`src/rtrc_pkg.sv`:
```
// Constants and types for the remote terminal run control block
package rtrc_pkg;

	////////////////////////////////////////////////////////////////////////////////
	// Register map, word aligned
	localparam logic [11:0] RTRC_CFG_OFF = 12'h000;
	localparam logic [11:0] RTRC_STAT_OFF = 12'h004;
	localparam int RTRC_DEC_BITS = 12;

	// Control register bit positions
	localparam int RTRC_SECOND_ENABLE_BIT = 7;
	localparam int RTRC_FIRST_ENABLE_BIT = 6;
	localparam int RTRC_SECOND_RUN_BIT = 5;
	localparam int RTRC_FIRST_RUN_BIT = 4;

	// Status register bit positions
	localparam int RTRC_ST_FIRST_ACTIVE_BIT = 0;
	localparam int RTRC_ST_SECOND_ACTIVE_BIT = 1;
	localparam int RTRC_ST_FIRST_PIN_BIT = 2;
	localparam int RTRC_ST_SECOND_PIN_BIT = 3;
	localparam int RTRC_ST_FIRST_ENABLED_BIT = 4;
	localparam int RTRC_ST_SECOND_ENABLED_BIT = 5;

	// Reset values
	localparam logic [3:0] RTRC_CFG_RESET = 4'h0;
	localparam logic [31:0] RTRC_RDATA_RESET = 32'h0000_0000;

	////////////////////////////////////////////////////////////////////////////////
	typedef struct packed {
		logic hsel;
		logic [31:0] haddr;
		logic [1:0] htrans;
		logic hwrite;
		logic [2:0] hsize;
		logic hready;
	} rtrc_ahb_req_t;

	typedef struct packed {
		logic secondTerminalEnable;
		logic firstTerminalEnable;
		logic secondTerminalRun;
		logic firstTerminalRun;
	} rtrc_cfg_t;

	typedef struct packed {
		rtrc_cfg_t cfg;
		logic wrPend;
		logic wrCfg;
		logic readyOut;
		logic respErr;
		logic [31:0] rdata;
		logic firstActive;
		logic secondActive;
	} rtrc_state_t;

endpackage

```
`src/rtrc_run_control.sv`:
```
// AHB-Lite register slave and run gating for two remote terminals
`timescale 1ns/1ns
module rtrc_run_control (
	input wire logic clk,
	input wire logic rst,
	input wire logic ce,
	input wire rtrc_pkg::rtrc_ahb_req_t ahbReq,
	input wire logic [31:0] hwdata,
	output logic [31:0] hrdata,
	output logic hreadyout,
	output logic hresp,
	input wire logic firstTerminalEnablePin,
	input wire logic secondTerminalEnablePin,
	output logic firstTerminalActive,
	output logic secondTerminalActive
);
	import rtrc_pkg::*;

	rtrc_state_t st;
	rtrc_state_t next_st;

	////////////////////////////////////////////////////////////////////////////////
	function automatic logic addrIs(input logic [31:0] a, input logic [11:0] off);
		return a[RTRC_DEC_BITS-1:0] == off;
	endfunction

	// Effective enable: stored bit gated by the pin
	function automatic logic enabledGate(input logic enable, input logic pin);
		return enable & pin;
	endfunction

	// Run output: effective enable and start bit
	function automatic logic runGate(input logic enable, input logic pin, input logic run);
		return enabledGate(enable, pin) & run;
	endfunction

	function automatic logic [31:0] readValue(input logic [31:0] a, input rtrc_cfg_t c,
			input logic fa, input logic sa, input logic fp, input logic sp);
		logic [31:0] v;
		v = 32'h0000_0000;
		if (addrIs(a, RTRC_CFG_OFF)) begin
			v[RTRC_SECOND_ENABLE_BIT] = c.secondTerminalEnable;
			v[RTRC_FIRST_ENABLE_BIT] = c.firstTerminalEnable;
			v[RTRC_SECOND_RUN_BIT] = c.secondTerminalRun;
			v[RTRC_FIRST_RUN_BIT] = c.firstTerminalRun;
		end else if (addrIs(a, RTRC_STAT_OFF)) begin
			v[RTRC_ST_FIRST_ACTIVE_BIT] = fa;
			v[RTRC_ST_SECOND_ACTIVE_BIT] = sa;
			v[RTRC_ST_FIRST_PIN_BIT] = fp;
			v[RTRC_ST_SECOND_PIN_BIT] = sp;
			v[RTRC_ST_FIRST_ENABLED_BIT] = enabledGate(c.firstTerminalEnable, fp);
			v[RTRC_ST_SECOND_ENABLED_BIT] = enabledGate(c.secondTerminalEnable, sp);
		end
		return v;
	endfunction

	////////////////////////////////////////////////////////////////////////////////
	logic take;
	assign take = ahbReq.hsel & ahbReq.htrans[1] & ahbReq.hready;

	always_comb begin
		next_st = st;
		next_st.wrPend = 1'b0;
		next_st.readyOut = 1'b1;
		next_st.respErr = 1'b0;
		// Write data phase lands here
		if (st.wrPend && st.wrCfg) begin
			// Set request ignored while the pin is low
			next_st.cfg.secondTerminalEnable = hwdata[RTRC_SECOND_ENABLE_BIT]
				& secondTerminalEnablePin;
			next_st.cfg.firstTerminalEnable = hwdata[RTRC_FIRST_ENABLE_BIT]
				& firstTerminalEnablePin;
			next_st.cfg.secondTerminalRun = hwdata[RTRC_SECOND_RUN_BIT];
			next_st.cfg.firstTerminalRun = hwdata[RTRC_FIRST_RUN_BIT];
		end
		if (take && ahbReq.hwrite) begin
			next_st.wrPend = 1'b1;
			next_st.wrCfg = addrIs(ahbReq.haddr, RTRC_CFG_OFF);
		end
		// Read sees the control bits of a write finishing at the same edge, so no wait state
		if (take && !ahbReq.hwrite) begin
			next_st.rdata = readValue(ahbReq.haddr, next_st.cfg, st.firstActive,
				st.secondActive, firstTerminalEnablePin, secondTerminalEnablePin);
		end
		// Losing any term drops the run output at the next edge
		next_st.secondActive = runGate(next_st.cfg.secondTerminalEnable, secondTerminalEnablePin,
			next_st.cfg.secondTerminalRun);
		next_st.firstActive = runGate(next_st.cfg.firstTerminalEnable, firstTerminalEnablePin,
			next_st.cfg.firstTerminalRun);
		if (!ce) begin
			next_st = st;
		end
	end

	always_ff @(posedge clk) begin
		if (rst) begin
			st.cfg <= RTRC_CFG_RESET;
			st.wrPend <= 1'b0;
			st.wrCfg <= 1'b0;
			st.readyOut <= 1'b1;
			st.respErr <= 1'b0;
			st.rdata <= RTRC_RDATA_RESET;
			st.firstActive <= 1'b0;
			st.secondActive <= 1'b0;
		end else begin
			st <= next_st;
		end
	end

	assign hrdata = st.rdata;
	assign hreadyout = st.readyOut;
	assign hresp = st.respErr;
	assign firstTerminalActive = st.firstActive;
	assign secondTerminalActive = st.secondActive;

	////////////////////////////////////////////////////////////////////////////////
	AST_SECOND_GATE: assert property (@(posedge clk) disable iff (rst)
		(ce && !st.wrPend && !(st.cfg.secondTerminalEnable && secondTerminalEnablePin))
		|=> !secondTerminalActive)
		else $error("Second terminal ran without enable and pin");

	AST_FIRST_GATE: assert property (@(posedge clk) disable iff (rst)
		(ce && !st.wrPend && !(st.cfg.firstTerminalEnable && firstTerminalEnablePin))
		|=> !firstTerminalActive)
		else $error("First terminal ran without enable and pin");

	AST_ENABLE_BLOCKED: assert property (@(posedge clk) disable iff (rst)
		(ce && !firstTerminalEnablePin && !st.cfg.firstTerminalEnable)
		|=> !st.cfg.firstTerminalEnable)
		else $error("Enable bit set while pin low");

	AST_NEEDS_START: assert property (@(posedge clk) disable iff (rst)
		(ce && !st.wrPend && st.cfg.secondTerminalEnable && !st.cfg.secondTerminalRun)
		|=> !secondTerminalActive)
		else $error("Enabled terminal ran without start bit");

	AST_PIN_HALT: assert property (@(posedge clk) disable iff (rst)
		(ce && secondTerminalActive && !secondTerminalEnablePin)
		|=> !secondTerminalActive)
		else $error("Terminal not halted after pin fell");

	AST_SECOND_START: assert property (@(posedge clk) disable iff (rst)
		(ce && !st.wrPend && st.cfg.secondTerminalEnable && secondTerminalEnablePin
		&& st.cfg.secondTerminalRun) |=> secondTerminalActive)
		else $error("Second terminal did not start");

	AST_FIRST_START: assert property (@(posedge clk) disable iff (rst)
		(ce && !st.wrPend && st.cfg.firstTerminalEnable && firstTerminalEnablePin
		&& st.cfg.firstTerminalRun) |=> firstTerminalActive)
		else $error("First terminal did not start");

	AST_RESET_CLEAR: assert property (@(posedge clk)
		rst |=> (st.cfg == RTRC_CFG_RESET && !firstTerminalActive && !secondTerminalActive))
		else $error("Control bits not clear after reset");

	// Data phase, start bit, pin and readback checks: hwdata only means something while wrPend is high
	AST_SECOND_ENABLE_BLOCKED: assert property (@(posedge clk) disable iff (rst)
		(ce && st.wrPend && st.wrCfg && !secondTerminalEnablePin)
		|=> !st.cfg.secondTerminalEnable)
		else $error("Second enable bit set while pin low");

	AST_FIRST_NEEDS_START: assert property (@(posedge clk) disable iff (rst)
		(ce && !st.wrPend && st.cfg.firstTerminalEnable && !st.cfg.firstTerminalRun)
		|=> !firstTerminalActive)
		else $error("Enabled first terminal ran without start bit");

	AST_FIRST_PIN_HALT: assert property (@(posedge clk) disable iff (rst)
		(ce && firstTerminalActive && !firstTerminalEnablePin)
		|=> !firstTerminalActive)
		else $error("First terminal not halted after pin fell");

	AST_SECOND_BIT_HALT: assert property (@(posedge clk) disable iff (rst)
		(ce && st.wrPend && st.wrCfg && !hwdata[RTRC_SECOND_ENABLE_BIT])
		|=> !secondTerminalActive)
		else $error("Second terminal not halted after enable bit cleared");

	AST_FIRST_BIT_HALT: assert property (@(posedge clk) disable iff (rst)
		(ce && st.wrPend && st.wrCfg && !hwdata[RTRC_FIRST_ENABLE_BIT])
		|=> !firstTerminalActive)
		else $error("First terminal not halted after enable bit cleared");

	AST_SECOND_STOP: assert property (@(posedge clk) disable iff (rst)
		(ce && st.wrPend && st.wrCfg && !hwdata[RTRC_SECOND_RUN_BIT])
		|=> !secondTerminalActive)
		else $error("Second terminal not stopped by start bit");

	AST_FIRST_STOP: assert property (@(posedge clk) disable iff (rst)
		(ce && st.wrPend && st.wrCfg && !hwdata[RTRC_FIRST_RUN_BIT])
		|=> !firstTerminalActive)
		else $error("First terminal not stopped by start bit");

	AST_RUN_BITS_WRITTEN: assert property (@(posedge clk) disable iff (rst)
		(ce && st.wrPend && st.wrCfg && hwdata[RTRC_SECOND_RUN_BIT] && hwdata[RTRC_FIRST_RUN_BIT])
		|=> (st.cfg.secondTerminalRun && st.cfg.firstTerminalRun))
		else $error("Start bits not stored by write");

	AST_FIRST_ENABLE_STORED: assert property (@(posedge clk) disable iff (rst)
		(ce && st.wrPend && st.wrCfg && hwdata[RTRC_FIRST_ENABLE_BIT] && firstTerminalEnablePin)
		|=> st.cfg.firstTerminalEnable)
		else $error("First enable bit not stored with pin high");

	AST_SECOND_ENABLE_STORED: assert property (@(posedge clk) disable iff (rst)
		(ce && st.wrPend && st.wrCfg && hwdata[RTRC_SECOND_ENABLE_BIT] && secondTerminalEnablePin)
		|=> st.cfg.secondTerminalEnable)
		else $error("Second enable bit not stored with pin high");

	AST_WRITE_ELSEWHERE: assert property (@(posedge clk) disable iff (rst)
		(ce && st.wrPend && !st.wrCfg)
		|=> (st.cfg == $past(st.cfg)))
		else $error("Control bits changed by write to another offset");

	AST_CFG_READBACK: assert property (@(posedge clk) disable iff (rst)
		(ce && take && !ahbReq.hwrite && addrIs(ahbReq.haddr, RTRC_CFG_OFF) && !st.wrPend)
		|=> (hrdata[RTRC_SECOND_ENABLE_BIT:RTRC_FIRST_RUN_BIT] == st.cfg))
		else $error("Control read data differs from control bits");

	AST_STATUS_READBACK: assert property (@(posedge clk) disable iff (rst)
		(ce && take && !ahbReq.hwrite && addrIs(ahbReq.haddr, RTRC_STAT_OFF))
		|=> (hrdata[RTRC_ST_FIRST_ACTIVE_BIT] == $past(firstTerminalActive)
		&& hrdata[RTRC_ST_SECOND_ACTIVE_BIT] == $past(secondTerminalActive)))
		else $error("Status read data differs from run outputs");

endmodule // rtrc_run_control

```
`config.mk`:
```
export PLATFORM = sky130hd
export DESIGN_NAME = rtrc_run_control
export DESIGN_NICKNAME = d
export VERILOG_FILES = /design/src/rtrc_pkg.sv /design/src/rtrc_run_control.sv
export SDC_FILE = /design/constraint.sdc
export NUM_CORES = 1
export LEC_CHECK = 0
export ABC_AREA = 1
export BUFFER_PORTS_ARGS = -buffer_cell sky130_fd_sc_hd__buf_2
export CAP_MARGIN = 20
export CORE_MARGIN = 4
export CORE_UTILIZATION = 36
export DETAILED_ROUTE_END_ITERATION = 6
export GPL_TIMING_DRIVEN = 0
export PLACE_DENSITY = 0.87
export SLEW_MARGIN = 30
export SYNTH_ARGS = -nofsm -noshare
export SYNTH_HDL_FRONTEND = slang
export SYNTH_SLANG_ARGS = --single-unit
```
`constraint.sdc`:
```
create_clock -name clk -period 2.54 [get_ports clk]
set_clock_uncertainty 0.1 [all_clocks]
set_input_delay 0.508 -clock clk [delete_from_list [all_inputs] [get_ports clk]]
set_output_delay 0.508 -clock clk [all_outputs]
set_load 0.1 [all_outputs]
```
* Word-level counts from Yosys, hierarchy flattened
Cells that the tools add are included.
Word-level totals: register bits 16, input bits 77, output and inout port bits 36, word-level logic and storage cells 31
Operators by class: equality and inequality tests 1, mux-type cells 6, bitwise gates (word level) 8, reduce and logical (&&, ||, !) cells 7
Operators with widths (number):
- 12-bit by 3-bit == test with 1-bit output (second input constant) | 1
- 12-bit logical NOT | 1
- 1-bit AND | 8
- 4-bit two-way mux | 2
- 2-bit two-way mux | 3
- 6-bit two-way mux | 1
- 2-bit AND reduction | 2
- 1-bit logical AND | 3
- 1-bit logical NOT | 1

* Depth between registers and ports, before layout
Gate-level depths: netlist of the first run.
depth after elaboration 5, depth in mapped cells 7, depth with buffers taken out 7

* Least setup slack after synthesis of the first run
OpenSTA, ideal clock, no wires.
path type reg2out, from register st, in the netlist firstTerminalActive, to output port firstTerminalActive, arrival 0.940 ns, data required time 1.932 ns, slack 0.992 ns, stages on the path, launching flop included 1, buffers on the path 0, path through dfxtp_1
RTL lines:
- start, declared | line rtrc_run_control.sv:19 | rtrc_state_t st;
- start signal, assigned | line rtrc_run_control.sv:106 | st <= next_st;
- end, declared | line rtrc_run_control.sv:14 | output logic firstTerminalActive,
No word-level cell between the ends.

* Final worst setup path of the first run
from register st, in the netlist hrdata[0], to output port hrdata[0]
RTL lines:
- end, declared | line rtrc_run_control.sv:9 | output logic [31:0] hrdata,
No word-level cell between the ends.

==> results.tsv, run 1 <==
stage	metric	value	unit
placed_design	hpwl	1.821	mm
placed_design	placed_area	1316	um2
logic_synthesis	synth-seq-area-share	0.3149	
timing	drv_slew	0	
power_and_ir_drop	totalPowerFinal	669.0	uW
global_routing	overflow	0	
layout	area_delta_synth_final	32.96	%
clocking	cts_tree	built	
placed_design	gp_congestion	0.8319	
floorplanning	core-area	2734	um2
timing	setup-tns-final	0	ns
global_routing	grt_antenna_before_repair	0	
routing	drc	0	
layout	finalInstanceArea	1353	um2
global_routing	use_met3	0.03983	
floorplanning	die_y	61.16	um
setup_path	required	1.93	ns
power_and_ir_drop	power.density	494.6	nW/um2
setup_path	crit_buf_inv	2	
global_routing	met2_usage	0.2205	
logic_synthesis	yosys.area_share.simple	0.2989	
global_routing	grt.busiest_layer	met2	
clocking	cts_num_sinks	16	
routing	routedWlPerCell	8.864	um
layout	drive_gt1_frac	0.3649	
hold_path	hold_path_class	primary input to register	
routing	drtIter0Drc	29	
logic_synthesis	synth_area_leaders	dfxtp_1 31%, buf_4 25%, nand2_1 13%, a21oi_1 6.4%, nor2_1 6.3%	
timing	finalCriticalPeriod	1.763	ns
timing	rsz0062_at_grt	false	
setup_path	critPathMaxStageDelay	0.41	ns
floorplanning	initial_core_util	0.3721	
logic_synthesis	synth_flop_cell	dfxtp_1	
layout	final_cells	242	
floorplanning	num_rows	19	
timing	hold_viol_final	0	
clocking	cts_hold_buf	0	
job	max_cap_violations	0	
clocking	cts_resized	0	
global_routing	grt_max_degree	11	
run_status	status	finished clean	
setup_path	path_class	register to output pin	
clocking	cts_buffer_depth	2	
power_and_ir_drop	leakage	0.0007380	uW
clocking	post_cts_buffers	0	
placed_design	dp.cells	238	
setup_path	cp_slowest_cell	buf_2	
logic_synthesis	synth_compound_area_frac	0.08856	
logic_synthesis	ys_warn_count	0	
timing	fin_crit_sh	0.6941	
timing	setup_viol	0	
floorplanning	dieWidth	61.16	um
logic_synthesis	ys_async_sr_fraction	0	
power_and_ir_drop	ir_drop	0.3569	mV
global_routing	grt_pass1_wl	3.394	mm
logic_synthesis	synth_xor_area_frac	0	
layout	fillCellCount	292	
floorplanning	die-area	3740	um2
layout	nets	289	
setup_path	start_kind	register	
logic_synthesis	avgSynthCellArea	6.827	um2
global_routing	grt_use_met1	0.1332	
logic_synthesis	synth_top_area_cell	dfxtp_1	
placed_design	port_buffers	34	
layout	insertedDiodeCount	0	
logic_synthesis	ys_ff_latch	16	
clocking	cts_inserted_buffers	3	
clocking	cts-htree-levels	1	
logic_synthesis	yosysMostFrequentCell	nand2_1	
logic_synthesis	netlist_area	1017	um2
setup_path	critical_path_arrival	1.16	ns
setup_path	worstSetupEndpointType	output pin	
timing	max_freq	0.5672	GHz
clocking	clock-root-buffer	clkbuf_4	
logic_synthesis	synth_top_family_by_area	simple AND/OR/NAND/NOR gates	
routing	ant_nets	0	
setup_path	crit_chain	buf_4, buf_2	
clocking	clk_pin_slew_worst_paths	0.09	ns
setup_path	crit_path_max_fanout	2	
layout	utilization	0.4947	
logic_synthesis	synth_cell_types	19	
clocking	clock_latency	0.29	ns
logic_synthesis	ys_top_cells_by_count	36 x nand2_1, 34 x buf_4, 17 x nor2_1, 16 x dfxtp_1, 13 x a21oi_1	
logic_synthesis	synth_mux_area_frac	0	
logic_synthesis	synthAdderAreaFrac	0	
logic_synthesis	synth_edf_count	0	
setup_path	cpLargestDelayFamily	buffers and inverters	
global_routing	grt.total_usage	0.1185	
routing	drt-total-wl	2.145	mm
routing	first_pass_iters	4	
routing	vias	983	
routing	viasPerCell	4.062	
global_routing	grt_pass1_vias	826	
floorplanning	ioPinCount	113	
logic_synthesis	netlist_instances	149	
logic_synthesis	synth_top_area_share	0.3149	
## power breakdown
group          switching [uW]  internal [uW]  leakage, uW
Sequential               1.65            253     0.000129
Clock                    82.0           87.4    0.0000210
Combinational             197           47.5     0.000588
Total                     281            388     0.000738
## per-layer routing
metal | vias up | wire (um)
li1 | 534 | -
met1 | 418 | 798
met2 | 29 | 1169
met3 | 2 | 166
met4 | 0 | 10
met5 | - | 0
## cell families (layout without fill, tap and decap cells)
family / Yosys count / count (layout)
other: 2 / 26
buffers and inverters: 44 / 82
AO/OA/AOI/OAI: 18 / 18
AND/OR/NAND/NOR: 69 / 69
flip-flops: 16 / 16
## worst reg2reg max path: stages, from the launching register on
cell	delay [ns]
dfxtp_1	0.40
nand2_1	0.15
o21ai_1	0.26
nand2_1	0.13
nor2_1	0.11
a21oi_1	0.05
nor2_1	0.08
## path summary, 6_finish.rpt
path | startpoint | endpoint | slack [ns] | cells past startpoint
setup / recovery | hrdata[0]$_SDFFE_PP0P_ | hrdata[0] | 0.78 | 2
hold / removal | rst | hrdata[1]$_SDFFE_PP0P_ | 0.35 | 2
setup reg to reg | st[37]$_SDFFE_PP0P_ | secondTerminalActive$_SDFFE_PP0P_ | 1.20 | 6
hold reg to reg | hrdata[7]$_SDFFE_PP0P_ | hrdata[7]$_SDFFE_PP0P_ | 0.37 | 2
## placed cells by master, fill, tap and decap left out
cell type / n
nor3_4: 1
nor2_1: 17
and2_0: 1
nand2_2: 1
nand3_1: 6
clkbuf_4: 3
nor2_2: 1
o21ai_1: 1
dfxtp_1: 16
o21ai_0: 4
nor2_4: 1
a21oi_1: 13
buf_2: 34
nand2_1: 36
clkbuf_1: 1
inv_1: 8
inv_4: 1
nand4_1: 3
buf_4: 34
conb_1: 26
nor3_1: 2
clkbuf_8: 1
## registers in the layout, indices dropped and copies added (netlist names)
| register | flops |
|---|---|
| st | 6 |
| firstTerminalActive | 1 |
| secondTerminalActive | 1 |
| hrdata | 8 |
## cell type report
cell class,instances,area (um2),share of cell area
timing repair buffer,34,170.2,0.1258
multi-input combinational,113,491.7,0.3636
tap,31,38.79,0.02868
inverter,9,36.28,0.02683
sequential,16,320.3,0.2368
clock buffer,4,36.28,0.02683
buffer,35,259.0,0.1915
## metrics by stage
| step | hold WS, ns | worst slack [ns] |
|---|---|---|
| final | 0.3457 | 0.7769 |
| after global routing | 0.3530 | 0.7338 |
| after CTS | 0.3533 | 0.7774 |
| after detailed placement | 0.3588 | 0.8384 |
| after global placement | 0.3539 | 0.8715 |
| after floorplan | 0.3396 | 0.9917 |
Power figures use the tool's default switching activity.
==> run 2: changes to the inputs <==
--- a/config.mk
+++ b/config.mk
@@ -9,10 +9,10 @@
 export BUFFER_PORTS_ARGS = -buffer_cell sky130_fd_sc_hd__buf_2
 export CAP_MARGIN = 20
 export CORE_MARGIN = 4
-export CORE_UTILIZATION = 36
+export CORE_UTILIZATION = 34
 export DETAILED_ROUTE_END_ITERATION = 6
 export GPL_TIMING_DRIVEN = 0
-export PLACE_DENSITY = 0.87
+export PLACE_DENSITY = 0.83
 export SLEW_MARGIN = 30
 export SYNTH_ARGS = -nofsm -noshare
 export SYNTH_HDL_FRONTEND = slang
==> constraint.sdc (replaced) <==
create_clock -name clk -period 1.8 [get_ports clk]
set_clock_uncertainty 0.1 [all_clocks]
set_input_delay 0.36 -clock clk [delete_from_list [all_inputs] [get_ports clk]]
set_output_delay 0.36 -clock clk [all_outputs]
set_load 0.1 [all_outputs]
==> run 2 against run 1 <==
  * Via count decreased by 0.61%
  * Sequential share of layout area unchanged
  * Total power up 41%
  * Non-clock buffer count unchanged
  * Cell count is the same
  * Wire length rose by 0.14%
  * Die area is 5.1% higher
  * Largest power group unchanged
==> results.tsv, run 2 (synthesis results as in run 1) <==
stage	metric	value	unit
layout	insertedDiodeCount	0	
global_routing	grt.total_usage	0.1065	
placed_design	hpwl	1.815	mm
clocking	clock_latency	0.29	ns
placed_design	gp_congestion	0.8082	
global_routing	overflow	0	
hold_path	hold_path_class	primary input to register	
setup_path	required	1.34	ns
global_routing	grt_antenna_before_repair	0	
timing	drv_slew	0	
clocking	post_cts_buffers	0	
power_and_ir_drop	totalPowerFinal	940.3	uW
global_routing	grt_max_degree	11	
clocking	cts_buffer_depth	2	
clocking	cts_inserted_buffers	3	
routing	viasPerCell	4.037	
power_and_ir_drop	ir_drop	0.5157	mV
setup_path	critical_path_arrival	1.14	ns
setup_path	crit_path_max_fanout	2	
setup_path	cp_slowest_cell	buf_2	
floorplanning	die_y	62.70	um
placed_design	port_buffers	34	
timing	fin_crit_sh	0.8909	
routing	ant_nets	0	
floorplanning	initial_core_util	0.3626	
floorplanning	core-area	2805	um2
setup_path	start_kind	register	
power_and_ir_drop	leakage	0.0007380	uW
layout	mostFrequentLayoutCells	36 x nand2_1, 34 x buf_4, 34 x buf_2	
run_status	status	finished clean	
layout	area_delta_synth_final	32.96	%
clocking	cts_num_sinks	16	
timing	hold_viol_final	0	
floorplanning	num_rows	19	
clocking	cts-htree-levels	1	
clocking	cts_resized	0	
placed_design	dp_slack	0.2287	ns
clocking	clock-root-buffer	clkbuf_4	
setup_path	crit_chain	buf_4, buf_2	
setup_path	path_class	register to output pin	
floorplanning	dieWidth	62.70	um
global_routing	grt_pass1_vias	836	
timing	setup-tns-final	0	ns
job	max_cap_violations	0	
global_routing	grt_pass1_wl	3.463	mm
routing	vias	977	
routing	drt-total-wl	2.148	mm
timing	rsz0062_at_grt	false	
setup_path	worstSetupEndpointType	output pin	
timing	setup_viol	0	
clocking	cts_hold_buf	0	
power_and_ir_drop	power.density	695.2	nW/um2
timing	setup_slack	0.1964	ns
timing	finalCriticalPeriod	1.604	ns
routing	first_pass_iters	4	
layout	drive_gt1_frac	0.3649	
setup_path	cpLargestDelayFamily	buffers and inverters	
routing	drc	0	
setup_path	crit_buf_inv	2	
floorplanning	die-area	3931	um2
layout	nets	289	
setup_path	critPathMaxStageDelay	0.41	ns
floorplanning	ioPinCount	113	
routing	routedWlPerCell	8.876	um
clocking	cts_tree	built	
timing	max_freq	0.6236	GHz
layout	largest_reg_flops	8	
layout	layout_commonest_cell	nand2_1	
clocking	clk_pin_slew_worst_paths	0.09	ns
routing	drtIter0Drc	19	
run 2: cell counts in the layout (fill, tap and decap cells not counted):
Identical to the previous run, type by type.
run 2: where the power goes:
group | internal, uW | switching [uW] | leakage [uW]
combinational | 67.0 | 279 | 0.000588
sequential | 357 | 2.26 | 0.000129
clock | 123 | 112 | 0.0000210
total | 548 | 393 | 0.000738
run 2: path summary, 6_finish.rpt:
check | startpoint | endpoint | slack [ns] | depth (start not counted)
max reg2reg | st[36]$_SDFFE_PP0P_ | hrdata[5]$_SDFFE_PP0P_ | 0.44 | 6
min reg2reg | st[39]$_SDFFE_PP0P_ | st[39]$_SDFFE_PP0P_ | 0.37 | 2
min | rst | hrdata[0]$_SDFFE_PP0P_ | 0.19 | 2
max | hrdata[5]$_SDFFE_PP0P_ | hrdata[5] | 0.20 | 2
run 2: worst register-to-register path: stages (launching register included):
cell,delay (ns)
dfxtp_1,0.40
nand2_1,0.15
o21ai_1,0.26
nand2_1,0.14
nor2_1,0.13
nor2_1,0.05
nor2_1,0.07
run 2: area by class of cell:
class | instances | area [um2]
Tap cell | 31 | 38.79
Timing Repair Buffer | 34 | 170.2
Inverter | 9 | 36.28
Buffer | 35 | 259.0
Sequential cell | 16 | 320.3
Clock buffer | 4 | 36.28
Fill cell | 320 | 1453
Multi-Input combinational cell | 113 | 491.7
run 2: metrics by stage:
step	hold slack [ns]	std cells	area (um2)	util
2_1_floorplan	0.3291	173	1107	-
4_1_cts	0.1889	242	1353	0.4822
3_5_place_dp	0.3588	238	1316	0.4692
6_report	0.1921	242	1353	0.4822
3_3_place_gp	0.3535	238	1316	0.4692
5_1_grt	0.1993	242	1353	0.4822
run 2: per-layer routing:
metal | vias up | global-route usage | share of wire
met1 | 415 | 0.1137 | 0.40
met2 | 23 | 0.1984 | 0.53
met3 | 2 | 0.04317 | 0.061
met5 | - | 0 | 0
li1 | 537 | - | -
met4 | 0 | 0.01653 | 0.0042
